--- src/rqu_pkg.sv ---
// Shared constants and carriers for the reactive-power/undervoltage decoupling element
package rqu_pkg;

  // Clock and trip delay, the cycle count derived from the printed time
  localparam int unsigned CLK_PERIOD_NS  = 100;
  localparam int unsigned TRIP_DELAY_NS  = 500000000;
  localparam int unsigned TRIP_DELAY_CYC = TRIP_DELAY_NS / CLK_PERIOD_NS;

  // Undervoltage limit as a fraction of nominal: 85 / 100
  localparam int unsigned UV_NUM = 85;
  localparam int unsigned UV_DEN = 100;

  // Field widths of the measurement front end
  localparam int unsigned V_W   = 16;  // Phase-to-phase voltage magnitude
  localparam int unsigned I_W   = 16;  // Positive-sequence current magnitude
  localparam int unsigned P_W   = 24;  // Signed positive-sequence powers
  localparam int unsigned TAN_W = 16;  // Angle limit as tangent, 8.8 fixed point
  localparam int unsigned TAN_FRAC = 8;

  // Register byte offsets
  localparam logic [5:0] OFS_CTRL   = 6'h00;
  localparam logic [5:0] OFS_STATE  = 6'h04;
  localparam logic [5:0] OFS_EVENT  = 6'h08;
  localparam logic [5:0] OFS_MASK   = 6'h0C;
  localparam logic [5:0] OFS_VNOM   = 6'h10;
  localparam logic [5:0] OFS_QMIN   = 6'h14;
  localparam logic [5:0] OFS_IMIN   = 6'h18;
  localparam logic [5:0] OFS_TAN    = 6'h1C;

  // Control bit positions
  localparam int unsigned CTRL_W      = 5;
  localparam int unsigned CB_ENABLE   = 0;  // Whole element on
  localparam int unsigned CB_METHOD   = 1;  // 0 power angle, 1 pure reactive power
  localparam int unsigned CB_IGATE    = 2;  // Minimum current gate in method 1
  localparam int unsigned CB_DIR_NEG  = 3;  // Reverse reactive power sign
  localparam int unsigned CB_VTS_EN   = 4;  // Honour VT supervision failure

  // Event / status bit positions
  localparam int unsigned EV_W      = 4;
  localparam int unsigned EV_PICKUP = 0;
  localparam int unsigned EV_GEN    = 1;
  localparam int unsigned EV_PCC    = 2;
  localparam int unsigned EV_VTBLK  = 3;

  // Reset values
  localparam logic [CTRL_W-1:0] CTRL_RST = 5'h00;
  localparam logic [V_W-1:0]    VNOM_RST = 16'h0000;

  // AXI responses
  localparam logic [1:0] RESP_OKAY   = 2'h0;
  localparam logic [1:0] RESP_SLVERR = 2'h2;

  // Measurements from the front end
  typedef struct packed {
    logic signed [P_W-1:0] q1;   // Positive-sequence reactive power
    logic signed [P_W-1:0] p1;   // Positive-sequence active power
    logic [I_W-1:0]        i1;   // Positive-sequence current
    logic [V_W-1:0]        v12;  // Line-to-line voltages
    logic [V_W-1:0]        v23;
    logic [V_W-1:0]        v31;
  } rqu_meas_type;

  // Settings handed to the pickup logic
  typedef struct packed {
    logic              method_q;
    logic              igate_en;
    logic              dir_neg;
    logic [V_W-1:0]    vnom;
    logic [P_W-1:0]    qmin;
    logic [I_W-1:0]    imin;
    logic [TAN_W-1:0]  tan_lim;
  } rqu_cfg_type;

endpackage

--- src/rqu_delay_timer.sv ---
`timescale 1ns/10ps
`default_nettype none
// Delay stage: counts while pickup runs, flags expiry
module rqu_delay_timer
  import rqu_pkg::*;
#(
  parameter logic [31:0] LIMIT = 32'h0000_0001
) (
  input  wire logic        aclk,
  input  wire logic        aresetn,
  input  wire logic        run,
  output var  logic [31:0] count,
  output var  logic        expired
);

  logic [31:0] count_reg;    // Cycles of continuous pickup
  logic        expired_reg;  // Delay elapsed

  // Count up while running, back to zero the moment pickup drops
  always_ff @(posedge aclk) begin
    if (!aresetn || !run) begin
      count_reg <= 32'h0000_0000;
    end else if (count_reg != LIMIT) begin
      count_reg <= count_reg + 32'h0000_0001;
    end
  end

  // Expiry is held only while pickup keeps running
  always_ff @(posedge aclk) begin
    if (!aresetn) begin
      expired_reg <= 1'b0;
    end else begin
      expired_reg <= run && (count_reg >= LIMIT - 32'h0000_0001);
    end
  end

  assign count   = count_reg;
  assign expired = expired_reg;
endmodule
`default_nettype wire

--- src/rqu_pickup.sv ---
`timescale 1ns/10ps
`default_nettype none
// Pickup decision: three-phase undervoltage AND reactive power drawn from the grid
module rqu_pickup
  import rqu_pkg::*;
(
  input  wire logic         aclk,
  input  wire logic         aresetn,
  input  wire rqu_meas_type meas,
  input  wire rqu_cfg_type  cfg,
  input  wire logic         block,
  output var  logic         pickup
);

  logic              pickup_reg;  // Registered decision
  logic [V_W+7:0]    vlim;        // Nominal scaled by the limit ratio
  logic [2:0]        uv_ph;       // Per-phase undervoltage
  logic              uv_all;
  logic signed [P_W:0] q_int;     // Element-local reactive power
  logic signed [P_W:0] p_ext;
  logic [P_W-1:0]    q_mag;
  logic [P_W-1:0]    p_abs;
  logic              i_ok;
  logic              q_ind;
  logic              ang_hit;
  logic              q_hit;
  logic              react;

  // Line-to-line only, so neutral displacement never enters the decision
  assign vlim = (V_W + 8)'(cfg.vnom * UV_NUM);
  assign uv_ph[0] = (V_W + 8)'(meas.v12 * UV_DEN) < vlim;
  assign uv_ph[1] = (V_W + 8)'(meas.v23 * UV_DEN) < vlim;
  assign uv_ph[2] = (V_W + 8)'(meas.v31 * UV_DEN) < vlim;
  assign uv_all   = &uv_ph;

  // Sign reversal lives only in this local copy; the input is untouched
  assign q_int = cfg.dir_neg ? -$signed({meas.q1[P_W-1], meas.q1})
                             :  $signed({meas.q1[P_W-1], meas.q1});
  assign p_ext = $signed({meas.p1[P_W-1], meas.p1});
  assign q_ind = q_int > 0;
  assign q_mag = q_int[P_W-1:0];
  assign p_abs = p_ext < 0 ? P_W'(-p_ext) : P_W'(p_ext);
  assign i_ok  = meas.i1 >= cfg.imin;

  // Angle beyond limit: Q / |P| above tan(limit), inductive side only
  assign ang_hit = q_ind && ({8'h00, q_mag, 8'h00} >
                   (P_W + TAN_W)'(p_abs * cfg.tan_lim));
  assign q_hit   = q_ind && (q_mag >= cfg.qmin);

  // Method select; the current gate is fixed for the angle method
  always_comb begin
    if (!cfg.method_q) begin
      react = ang_hit && i_ok;
    end else begin
      react = q_hit && (!cfg.igate_en || i_ok);
    end
  end

  // Blocked element never picks up
  always_ff @(posedge aclk) begin
    if (!aresetn) begin
      pickup_reg <= 1'b0;
    end else begin
      pickup_reg <= !block && uv_all && react;
    end
  end

  assign pickup = pickup_reg;
endmodule
`default_nettype wire

--- src/rqu_top.sv ---
`timescale 1ns/10ps
`default_nettype none
// What this block does
// - Trip after pickup held continuously 0.5 s
// - Undervoltage needs all three line voltages low
// - Compare positive-sequence reactive power only
// - Supervise phase-to-phase voltages only
// - Selector between power-angle and pure-reactive methods
// - Minimum positive-sequence current gates reactive criterion
// - Gate always in angle mode, optional otherwise
// - Angle mode uses angle limit and current
// - Reactive mode compares against reactive threshold
// - Generator and coupling-point timers start together
// - Direction setting may invert reactive sign
// - Inversion stays local to this element
// - Disabled element gives no pickup or trip
// - VT failure blocks element when supervised
module rqu_top
  import rqu_pkg::*;
#(
  parameter logic [31:0] GEN_DELAY_CYC = TRIP_DELAY_CYC,  // Generator stage delay
  parameter logic [31:0] PCC_DELAY_CYC = TRIP_DELAY_CYC   // Coupling point stage delay
) (
  input  wire logic         aclk,
  input  wire logic         aresetn,
  // AXI4-Lite slave
  input  wire logic [5:0]   awaddr,
  input  wire logic         awvalid,
  output var  logic         awready,
  input  wire logic [31:0]  wdata,
  input  wire logic [3:0]   wstrb,
  input  wire logic         wvalid,
  output var  logic         wready,
  output var  logic [1:0]   bresp,
  output var  logic         bvalid,
  input  wire logic         bready,
  input  wire logic [5:0]   araddr,
  input  wire logic         arvalid,
  output var  logic         arready,
  output var  logic [31:0]  rdata,
  output var  logic [1:0]   rresp,
  output var  logic         rvalid,
  input  wire logic         rready,
  // Measurement front end, same clock
  input  wire rqu_meas_type meas,
  // VT supervision failure, asynchronous
  input  wire logic         vt_fail,
  // Results
  output var  logic         pickup,
  output var  logic         trip_gen,
  output var  logic         coupling_point_timer,
  output var  logic         irq
);

  // Bus handshake state
  logic              awready_reg;  // Low while an address is held
  logic              wready_reg;   // Low while data is held
  logic              bvalid_reg;
  logic [1:0]        bresp_reg;
  logic              arready_reg;
  logic              rvalid_reg;
  logic [31:0]       rdata_reg;
  logic [1:0]        rresp_reg;
  logic [5:0]        waddr_reg;
  logic [31:0]       wdata_reg;
  logic [3:0]        wstrb_reg;
  logic              do_write;     // Both halves present, response free
  logic [31:0]       wmerge;       // Held data merged over old value
  logic [31:0]       rd_word;
  logic              rd_ok;
  logic              wr_ok;

  // Software registers
  logic [CTRL_W-1:0] ctrl_reg;
  logic [EV_W-1:0]   event_reg;
  logic [EV_W-1:0]   event_next;
  logic [EV_W-1:0]   mask_reg;
  logic [V_W-1:0]    vnom_reg;
  logic [P_W-1:0]    qmin_reg;
  logic [I_W-1:0]    imin_reg;
  logic [TAN_W-1:0]  tan_reg;
  logic              irq_reg;

  // Element state
  logic              vt_s1_reg;    // First synchroniser stage
  logic              vt_s2_reg;    // Safe to use
  logic              vt_blk;
  logic              blk;
  logic [EV_W-1:0]   live;         // Live status word
  logic [EV_W-1:0]   live_prev_reg;
  logic              pickup_w;
  logic              gen_w;
  logic              pcc_w;
  logic [31:0]       gen_count;
  logic [31:0]       pcc_count;
  rqu_cfg_type       cfg;

  // Merge byte lanes of the held write data over a register's old value
  function automatic logic [31:0] strb_merge(input logic [31:0] old_v,
                                             input logic [31:0] new_v,
                                             input logic [3:0]  strb);
    logic [31:0] res;
    res = old_v;
    for (int b = 0; b < 4; b++) begin
      if (strb[b]) begin
        res[b*8 +: 8] = new_v[b*8 +: 8];
      end
    end
    return res;
  endfunction

  // Write address channel: take one, hold until the response is taken
  always_ff @(posedge aclk) begin
    if (!aresetn) begin
      awready_reg <= 1'b1;
      waddr_reg   <= 6'h00;
    end else if (awvalid && awready_reg) begin
      awready_reg <= 1'b0;
      waddr_reg   <= awaddr;
    end else if (bvalid_reg && bready) begin
      awready_reg <= 1'b1;
    end
  end

  // Write data channel, independent of the address so either may come first
  always_ff @(posedge aclk) begin
    if (!aresetn) begin
      wready_reg <= 1'b1;
      wdata_reg  <= 32'h0000_0000;
      wstrb_reg  <= 4'h0;
    end else if (wvalid && wready_reg) begin
      wready_reg <= 1'b0;
      wdata_reg  <= wdata;
      wstrb_reg  <= wstrb;
    end else if (bvalid_reg && bready) begin
      wready_reg <= 1'b1;
    end
  end

  assign do_write = !awready_reg && !wready_reg && !bvalid_reg;

  // Old value of the addressed register, for strobe merging
  always_comb begin
    wr_ok  = 1'b1;
    wmerge = 32'h0000_0000;
    case (waddr_reg)
      OFS_CTRL:  wmerge = strb_merge(32'(ctrl_reg), wdata_reg, wstrb_reg);
      OFS_EVENT: wmerge = strb_merge(32'h0000_0000, wdata_reg, wstrb_reg);
      OFS_MASK:  wmerge = strb_merge(32'(mask_reg), wdata_reg, wstrb_reg);
      OFS_VNOM:  wmerge = strb_merge(32'(vnom_reg), wdata_reg, wstrb_reg);
      OFS_QMIN:  wmerge = strb_merge(32'(qmin_reg), wdata_reg, wstrb_reg);
      OFS_IMIN:  wmerge = strb_merge(32'(imin_reg), wdata_reg, wstrb_reg);
      OFS_TAN:   wmerge = strb_merge(32'(tan_reg), wdata_reg, wstrb_reg);
      default:   wr_ok  = 1'b0;  // Status is read only, rest unmapped
    endcase
  end

  // Write response one cycle after both halves are held
  always_ff @(posedge aclk) begin
    if (!aresetn) begin
      bvalid_reg <= 1'b0;
      bresp_reg  <= RESP_OKAY;
    end else if (do_write) begin
      bvalid_reg <= 1'b1;
      bresp_reg  <= wr_ok ? RESP_OKAY : RESP_SLVERR;
    end else if (bvalid_reg && bready) begin
      bvalid_reg <= 1'b0;
    end
  end

  // Configuration registers; settings change only on a completed bus write
  always_ff @(posedge aclk) begin
    if (!aresetn) begin
      ctrl_reg <= CTRL_RST;
      mask_reg <= '0;
      vnom_reg <= VNOM_RST;
      qmin_reg <= '0;
      imin_reg <= '0;
      tan_reg  <= '0;
    end else if (do_write) begin
      case (waddr_reg)
        OFS_CTRL: ctrl_reg <= wmerge[CTRL_W-1:0];
        OFS_MASK: mask_reg <= wmerge[EV_W-1:0];
        OFS_VNOM: vnom_reg <= wmerge[V_W-1:0];
        OFS_QMIN: qmin_reg <= wmerge[P_W-1:0];
        OFS_IMIN: imin_reg <= wmerge[I_W-1:0];
        OFS_TAN:  tan_reg  <= wmerge[TAN_W-1:0];
        default:  ;
      endcase
    end
  end

  // Read mux; reserved bits read as zero
  always_comb begin
    rd_ok   = 1'b1;
    rd_word = 32'h0000_0000;
    case (araddr)
      OFS_CTRL:  rd_word = 32'(ctrl_reg);
      OFS_STATE: rd_word = 32'(live);
      OFS_EVENT: rd_word = 32'(event_reg);
      OFS_MASK:  rd_word = 32'(mask_reg);
      OFS_VNOM:  rd_word = 32'(vnom_reg);
      OFS_QMIN:  rd_word = 32'(qmin_reg);
      OFS_IMIN:  rd_word = 32'(imin_reg);
      OFS_TAN:   rd_word = 32'(tan_reg);
      default:   rd_ok   = 1'b0;
    endcase
  end

  // Read channel: capture word with the address, hold until taken
  always_ff @(posedge aclk) begin
    if (!aresetn) begin
      arready_reg <= 1'b1;
      rvalid_reg  <= 1'b0;
      rdata_reg   <= 32'h0000_0000;
      rresp_reg   <= RESP_OKAY;
    end else if (arvalid && arready_reg) begin
      arready_reg <= 1'b0;
      rvalid_reg  <= 1'b1;
      rdata_reg   <= rd_word;
      rresp_reg   <= rd_ok ? RESP_OKAY : RESP_SLVERR;
    end else if (rvalid_reg && rready) begin
      arready_reg <= 1'b1;
      rvalid_reg  <= 1'b0;
    end
  end

  // VT failure comes from another domain; only the second stage is read
  always_ff @(posedge aclk) begin
    if (!aresetn) begin
      vt_s1_reg <= 1'b0;
      vt_s2_reg <= 1'b0;
    end else begin
      vt_s1_reg <= vt_fail;
      vt_s2_reg <= vt_s1_reg;
    end
  end

  assign vt_blk = ctrl_reg[CB_VTS_EN] && vt_s2_reg;
  assign blk    = !ctrl_reg[CB_ENABLE] || vt_blk;

  assign cfg.method_q = ctrl_reg[CB_METHOD];
  assign cfg.igate_en = ctrl_reg[CB_IGATE];
  assign cfg.dir_neg  = ctrl_reg[CB_DIR_NEG];
  assign cfg.vnom     = vnom_reg;
  assign cfg.qmin     = qmin_reg;
  assign cfg.imin     = imin_reg;
  assign cfg.tan_lim  = tan_reg;

  rqu_pickup u_pickup (
    .aclk    (aclk),
    .aresetn (aresetn),
    .meas    (meas),
    .cfg     (cfg),
    .block   (blk),
    .pickup  (pickup_w)
  );

  // Both stages start from the same pickup
  rqu_delay_timer #(.LIMIT(GEN_DELAY_CYC)) u_gen_timer (
    .aclk    (aclk),
    .aresetn (aresetn),
    .run     (pickup_w),
    .count   (gen_count),
    .expired (gen_w)
  );

  rqu_delay_timer #(.LIMIT(PCC_DELAY_CYC)) u_pcc_timer (
    .aclk    (aclk),
    .aresetn (aresetn),
    .run     (pickup_w),
    .count   (pcc_count),
    .expired (pcc_w)
  );

  assign live = {vt_blk, pcc_w, gen_w, pickup_w};

  // Rising edges of live state become sticky events; set beats clear
  always_comb begin
    event_next = event_reg;
    if (do_write && waddr_reg == OFS_EVENT) begin
      event_next = event_next & ~wmerge[EV_W-1:0];
    end
    event_next = event_next | (live & ~live_prev_reg);
  end

  always_ff @(posedge aclk) begin
    if (!aresetn) begin
      event_reg     <= '0;
      live_prev_reg <= '0;
      irq_reg       <= 1'b0;
    end else begin
      event_reg     <= event_next;
      live_prev_reg <= live;
      irq_reg       <= |(event_next & mask_reg);
    end
  end

  assign awready              = awready_reg;
  assign wready               = wready_reg;
  assign bvalid               = bvalid_reg;
  assign bresp                = bresp_reg;
  assign arready              = arready_reg;
  assign rvalid               = rvalid_reg;
  assign rdata                = rdata_reg;
  assign rresp                = rresp_reg;
  assign pickup               = pickup_w;
  assign trip_gen             = gen_w;
  assign coupling_point_timer = pcc_w;
  assign irq                  = irq_reg;
endmodule
`default_nettype wire

--- config.mk ---
export PLATFORM = sky130hd
export DESIGN_NAME = rqu_top
export DESIGN_NICKNAME = d
export VERILOG_FILES = /design/src/rqu_pkg.sv /design/src/rqu_delay_timer.sv /design/src/rqu_pickup.sv /design/src/rqu_top.sv
export SDC_FILE = /design/constraint.sdc
export NUM_CORES = 2
export LEC_CHECK = 0
export BUFFER_PORTS_ARGS = -buffer_cell sky130_fd_sc_hd__clkbuf_2
export CORE_AREA = 2 2 237 239
export DETAILED_ROUTE_END_ITERATION = 6
export DIE_AREA = 0 0 239 241
export GPL_ROUTABILITY_DRIVEN = 0
export HOLD_SLACK_MARGIN = 0.1
export PLACE_DENSITY = 0.8
export SYNTH_ARGS = -nofsm -noshare
export SYNTH_HDL_FRONTEND = slang
export SYNTH_SLANG_ARGS = --single-unit
--- constraint.sdc ---
create_clock -name aclk -period 14.2 [get_ports aclk]
set_input_delay 1.42 -clock aclk [delete_from_list [all_inputs] [get_ports aclk]]
set_output_delay 1.42 -clock aclk [all_outputs]
set_load 0.005 [all_outputs]
Word level (Yosys, flattened, before mapping)
Index checks and enable logic that the tools add are counted.

cells by class
  bitwise operators = 6
  add/sub/neg operators = 4
  equality and inequality tests = 16
  reductions and logical operators = 45
  divide/modulo/power cells = 0
  $mul = 5
  muxes and demuxes = 33
  magnitude comparators = 10
  shift operators = 0

operators with widths
  cell                                                             number
  one-hot mux 24 bit (8 select lines)                              1
  one-hot mux 24 bit (7 select lines)                              1
  2-to-1 mux 8 bit                                                 14
  less-than comparator 23 bit                                      3
  adder 32 x 1 -> 32 bit (second input constant)                   2
  >= comparator 32 x 23 -> 1 bit (second input constant)           2
  inequality test 32 x 23 -> 1 bit (second input constant)         2
  multiplier 16 x 5 -> 21 bit (second input constant)              3
  equality test 6 x 5 -> 1 bit (second input constant)             8
  greater-than comparator 32 x 40 -> 1 bit                         1
  multiplier 24 x 16 -> 40 bit                                     1
  greater-than comparator 25 x 1 -> 1 bit (second input constant)  1
  2-to-1 mux 25 bit                                                1
  negator 24 -> 25 bit                                             1
  equality test 6 x 4 -> 1 bit (second input constant)             4
  >= comparator 24 bit                                             1
  less-than comparator 24 x 1 -> 1 bit (second input constant)     1
  2-to-1 mux 24 bit                                                1
  negator 24 bit                                                   1
  multiplier 16 x 7 -> 23 bit (second input constant)              1
  logical AND 1 bit                                                17
  >= comparator 16 bit                                             1
  AND 4 bit                                                        3
  zero test 6 bit                                                  2
  other kinds (15)                                                 46

storage, ports and cells
  memory bits (writable) = 0
  output and inout port bits = 45
  input bits = 168
  latch bits = 0
  logic and storage cells = 147
  register bits after elaboration = 242
  memories = 0
  ROM bits = 0

Depth between registers and ports, before layout
  depth after elaboration = 8
  gate-level depth with buffers = 41
  mapped depth without buffers = 38

Cells and area by module
Synthesis repeated with hierarchy kept, for this count alone.

unflattened totals
  cell total of the unflattened synthesis = 4130
  area, all modules = 33529.7 µm²

by module, submodules not included
  module           area an instance (µm²)  instances  sequential area each (µm²)  cells each
  rqu_pickup       22957.0                 1          20.0                        2805
  rqu_top          7031.7                  1          3123.0                      893
  rqu_delay_timer  1770.4                  2          660.6                       216

Worst setup path before layout
OpenSTA, ideal clock, no wires.

  path kind = input port to flip-flop
  start point = input port meas[69] (netlist name)
  end point = register u_pickup.pickup_reg, in the netlist u_pickup.pickup
  arrival time = 10.307 ns
  required time = 14.131 ns
  cell stages on the path = 39
  slack = 3.825 ns
  buffers on the path = 2
  cells stage by stage = nor4_2 > nand2b_1 > or3_4 > or4_4 > nand2b_4 > or4_4 > nand2_1 > xnor2_1 > clkbuf_1 > nand2_1 > fa_1 > fa_1 > fa_1 > inv_1 > fa_1 > fa_1 > inv_1 > fa_1 > (+3 left out) > a21oi_1 > nand2_1 > a211oi_1 > o21ai_1 > and2_1 > a21o_1 > a21oi_1 > xor2_1 > ha_1 > a21o_1 > a21o_1 > a21oi_1 > o21ai_0 > a21oi_1 > a2111oi_0 > nand4_1 > or4_1 > o21ai_1

on the way
  cells in the longest elaborated chain, start to end = 8

RTL lines
  element                                                                        RTL line          text
  start, declared                                                                rqu_top.sv:45     input wire rqu_meas_type meas,
  negator 24 bit / less-than comparator 24 x 1 -> 1 bit (equally long branches)  rqu_pickup.sv:42  assign p_abs = p_ext < 0 ? P_W'(-p_ext) : P_W'(p_ext);
  2-to-1 mux 24 bit *                                                            rqu_pickup.sv:42
  multiplier 24 x 16 -> 40 bit *                                                 rqu_pickup.sv:47  (P_W + TAN_W)'(p_abs * cfg.tan_lim));
  greater-than comparator 32 x 40 -> 1 bit *                                     rqu_pickup.sv:46  assign ang_hit = q_ind && ({8'h00, q_mag, 8'h00} >
  logical AND 1 bit *                                                            rqu_pickup.sv:46
  logical AND 1 bit *                                                            rqu_pickup.sv:53  react = ang_hit && i_ok;
  2-to-1 mux 1 bit *                                                             rqu_pickup.sv:52  if (!cfg.method_q) begin
  logical AND 1 bit *                                                            rqu_pickup.sv:64  pickup_reg <= !block && uv_all && react;
  end signal, assigned                                                           rqu_pickup.sv:64
  end, declared                                                                  rqu_pickup.sv:15  logic pickup_reg;

Mark *: on every way between the ends. The rest lies on a longest branch, timed or not.
A chain may end at the register's enable or synchronous reset.

Worst setup path in the final report
  start point = input port meas[64] (netlist name)
  end point = register u_pickup.pickup_reg, in the netlist u_pickup.pickup

Same word-level chain as after synthesis.

==> metrics.csv <==
stage,metric,value,unit
status,status,finished clean,
worst_setup_path,WS Path Type,input pin to flip-flop,
power_and_ir_drop,clock share of power,30.1,%
synthesis,sequential share of the synthesized area,13.4,%
cts,"Hold-fix buffers, CTS",0,
worst_setup_path,crit end category,flip-flop,
floorplanning,Initial Utilization,60.7,%
synthesis,#FFs+latches synth,223,
sta,Worst Clk Skew,0.0165,ns
cts,"Gates resized, CTS repair",0,
sta,Worst slew margin,22.3,%
worst_setup_path,worst r2r path cells,27,
global_routing,global route overflow,0,
detailed_routing,DRT iter0 DRCs,2300,
power_and_ir_drop,Switching Share,35.3,%
worst_setup_path,Crit. path cell count,35,
synthesis,mean post-synth cell area,8.22,sq um
sta,RSZ-0062 raised after global routing,false,
global_routing,global-route wire length before repair,140000,um
cells_and_area,layout cells sized above 1,7.74,%
global_routing,initial antenna violation count,11,
power_and_ir_drop,sw power,715,uW
synthesis,post-synth cell types,91,
power_and_ir_drop,Seq pwr share,31.8,%
placement,Port-buffer cells,193,
cts,CTS Buf Count,22,
worst_setup_path,Required @ worst endpoint,14.66,ns
synthesis,Post-Synthesis Cells,4049,
cts,TritonCTS clock tree,built,
cells_and_area,design area,35600,sq um
cts,H-tree depth,1,
floorplanning,# IOs,213,
job,Max-Cap Viols,0,
floorplanning,area of the die,57600,sq um
detailed_routing,DRT Wirelength,84400,um
detailed_routing,via density per instance,5.75,
power_and_ir_drop,Combinational Power Share,38.1,%
floorplanning,die width,239,um
power_and_ir_drop,internal cell power,1.31,mW
worst_setup_path,CP Buf/Inv Count,4,
cts,Post-CTS Setup Bufs,0,
synthesis,yosys synthesis warning count,0,
placement,post-place instance area,34800,sq um
global_routing,Tot GR Track Use,30.0,%
sta,Fmax,92.0,MHz
min_path,Hold Crit Class,flip-flop to flip-flop,
cells_and_area,filler cell count,4596,
sta,Tcrit/Tclk final,76.5,%
cells_and_area,Final nets,5131,
synthesis,number of synthesized flops with an enable pin,0,
synthesis,"Top FF cell, synth",dfxtp_1,
detailed_routing,DRT antenna net count,0,
cts,worst skew pair latency,0.53,ns
sta,Setup Viol. Count Final,0,
detailed_routing,via count,28000,
sta,max-slew violations,0,
worst_setup_path,crit path max fanout,19,
cts,clock slew at reported path FFs,0.06,ns
detailed_routing,number of remaining DRC errors,0,
cts,clock root buffer,clkbuf_16,
detailed_routing,DR pass1 iterations,7,
sta,final hold violations,0,
floorplanning,standard-cell rows,86,
cells_and_area,Area Growth Syn to Fin,6.80,%
worst_setup_path,Crit-path slowest cell,fa_1,
floorplanning,core area,54900,sq um
placement,HPWL after DPL,68500,um
sta,fin crit period,10.87,ns
sta,worst-margin pin slew,1.16,ns
power_and_ir_drop,Pleak,17.0,nW
power_and_ir_drop,Peak VDD IR,0.133,mV
worst_setup_path,Worst path most repeated cell,fa_1,
worst_setup_path,max incr delay on CP,0.58,ns
worst_setup_path,Worst EP arrival,11.33,ns
global_routing,vias in the first global route,27900,
cts,clk sinks,223,
power_and_ir_drop,PD cells,56.9,nW/um^2
min_path,WHS Path Cells,1,
synthesis,Post-Syn Area,33300,sq um
cts,clock tree buffer depth,3,
floorplanning,Die Ht,241,um
worst_setup_path,Worst path top cell family by delay,adder cells,
sta,setup tns final,0,ns
global_routing,largest net degree at the start of global routing,93,
synthesis,Async SR Flop Fraction,0,%
worst_setup_path,type of origin of the critical path,input pin,
detailed_routing,Avg WL per Cell,17.3,um
==> layout by cell type, fill, tap and decap left out, types with 29 or more instances in the layout <==
master and count:
inv_1 694, nand2_1 553, ha_1 458, fa_1 363, dfxtp_1 223, clkbuf_2 192
a21oi_1 179, and2_1 178, nor2_1 173, a21boi_0 115, xnor2_1 102, o21ai_0 92
nand3_1 72, xor2_1 67, a22oi_1 57, a21o_1 54, nor2b_1 53, nand4_1 40
nor3_1 37, buf_4 36, or3_1 30, and3_1 29
==> routing by layer <==
metal / part of all wire, % / wire length (um) / GRT usage [%]
met5: 0.070 / 59 / 0
met4: 3.0 / 2550 / 8.79
met3: 8.4 / 7100 / 5.81
met2: 46 / 39200 / 50.0
met1: 42 / 35500 / 39.7
==> final timing paths <==
path | from | endpoint | slack (ns)
setup / recovery | meas[64] | u_pickup.pickup$_SDFF_PN0_ | 3.33
hold reg to reg | vt_s1_reg$_SDFF_PN0_ | vt_s2_reg$_SDFF_PN0_ | 0.43
hold / removal | vt_s1_reg$_SDFF_PN0_ | vt_s2_reg$_SDFF_PN0_ | 0.43
setup reg to reg | tan_reg[15]$_SDFFE_PN0P_ | u_pickup.pickup$_SDFF_PN0_ | 5.56
==> logic make-up after synthesis <==
logic type	count (synthesis)	synth area share [%]
AOI/OAI and AO/OA	687	14.0
xor gates and xnor gates	180	4.76
adders and majority gates	821	39.0
buffers and inverters	862	10.1
DFF	223	13.4
muxes	14	0.440
other	1	0.0113
and+or+nand+nor	1261	18.2
==> synth_stat cells, types with 8 or more instances <==
cell type | number | area, sq um
a2111oi_0 | 9 | 78.8
a211o_1 | 9 | 78.8
a211oi_1 | 13 | 97.6
a21boi_0 | 115 | 863
a21o_1 | 54 | 405
a21oi_1 | 179 | 896
a221oi_1 | 8 | 70.1
a22o_1 | 9 | 78.8
a22oi_1 | 57 | 428
a31oi_1 | 11 | 68.8
and2_1 | 178 | 1110
and3_1 | 29 | 181
buf_1 | 8 | 30.0
buf_4 | 10 | 75.1
clkbuf_1 | 131 | 492
dfxtp_1 | 223 | 4460
fa_1 | 363 | 7270
ha_1 | 458 | 5730
inv_1 | 694 | 2610
mux2i_1 | 9 | 90.1
nand2_1 | 554 | 2080
nand2b_1 | 25 | 156
nand3_1 | 72 | 360
nand4_1 | 40 | 250
nor2_1 | 173 | 649
nor2b_1 | 53 | 332
nor3_1 | 38 | 190
nor4_1 | 18 | 113
o211a_1 | 15 | 150
o21a_1 | 11 | 82.6
o21ai_0 | 92 | 460
o21bai_1 | 15 | 113
o31ai_1 | 19 | 143
or3_1 | 30 | 188
or4_1 | 9 | 67.6
xnor2_1 | 112 | 981
xor2_1 | 67 | 587
==> final cells by class <==
class / count / area [sq um] / share of cell area (%)
inverter: 694 / 2610 / 7.32
sequential: 223 / 4460 / 12.6
antenna: 9 / 22.5 / 0.0633
clock buffer: 29 / 628 / 1.77
timing repair buffer: 228 / 1230 / 3.46
tap: 704 / 881 / 2.48
clock inverter: 11 / 125 / 0.352
multi-input combinational: 2973 / 25600 / 72.0
==> power by group through the flow <==
stage	registers (mW)	clock network, mW	logic [mW]
CTS	0.642	0.615	0.762
finish	0.643	0.610	0.771
floorplan	0.651	0	0.555
global placement	0.656	0	0.735
global route	0.643	0.638	0.877
detailed placement	0.656	0	0.755
==> stage by stage <==
stage                     hold WS (ns)  util (%)  total power [mW]  instances  worst slack [ns]
after floorplan                  0.412         -              1.21       4058              3.82
after global placement           0.423      63.4              1.39       4822              2.89
after detailed placement         0.423      63.4              1.41       4822              2.88
after CTS                        0.439      64.8              2.02       4862              3.38
after global routing             0.452      64.8              2.16       4864              2.67
final                            0.435      64.8              2.02       4871              3.33
(Power assumes the default switching activity.)
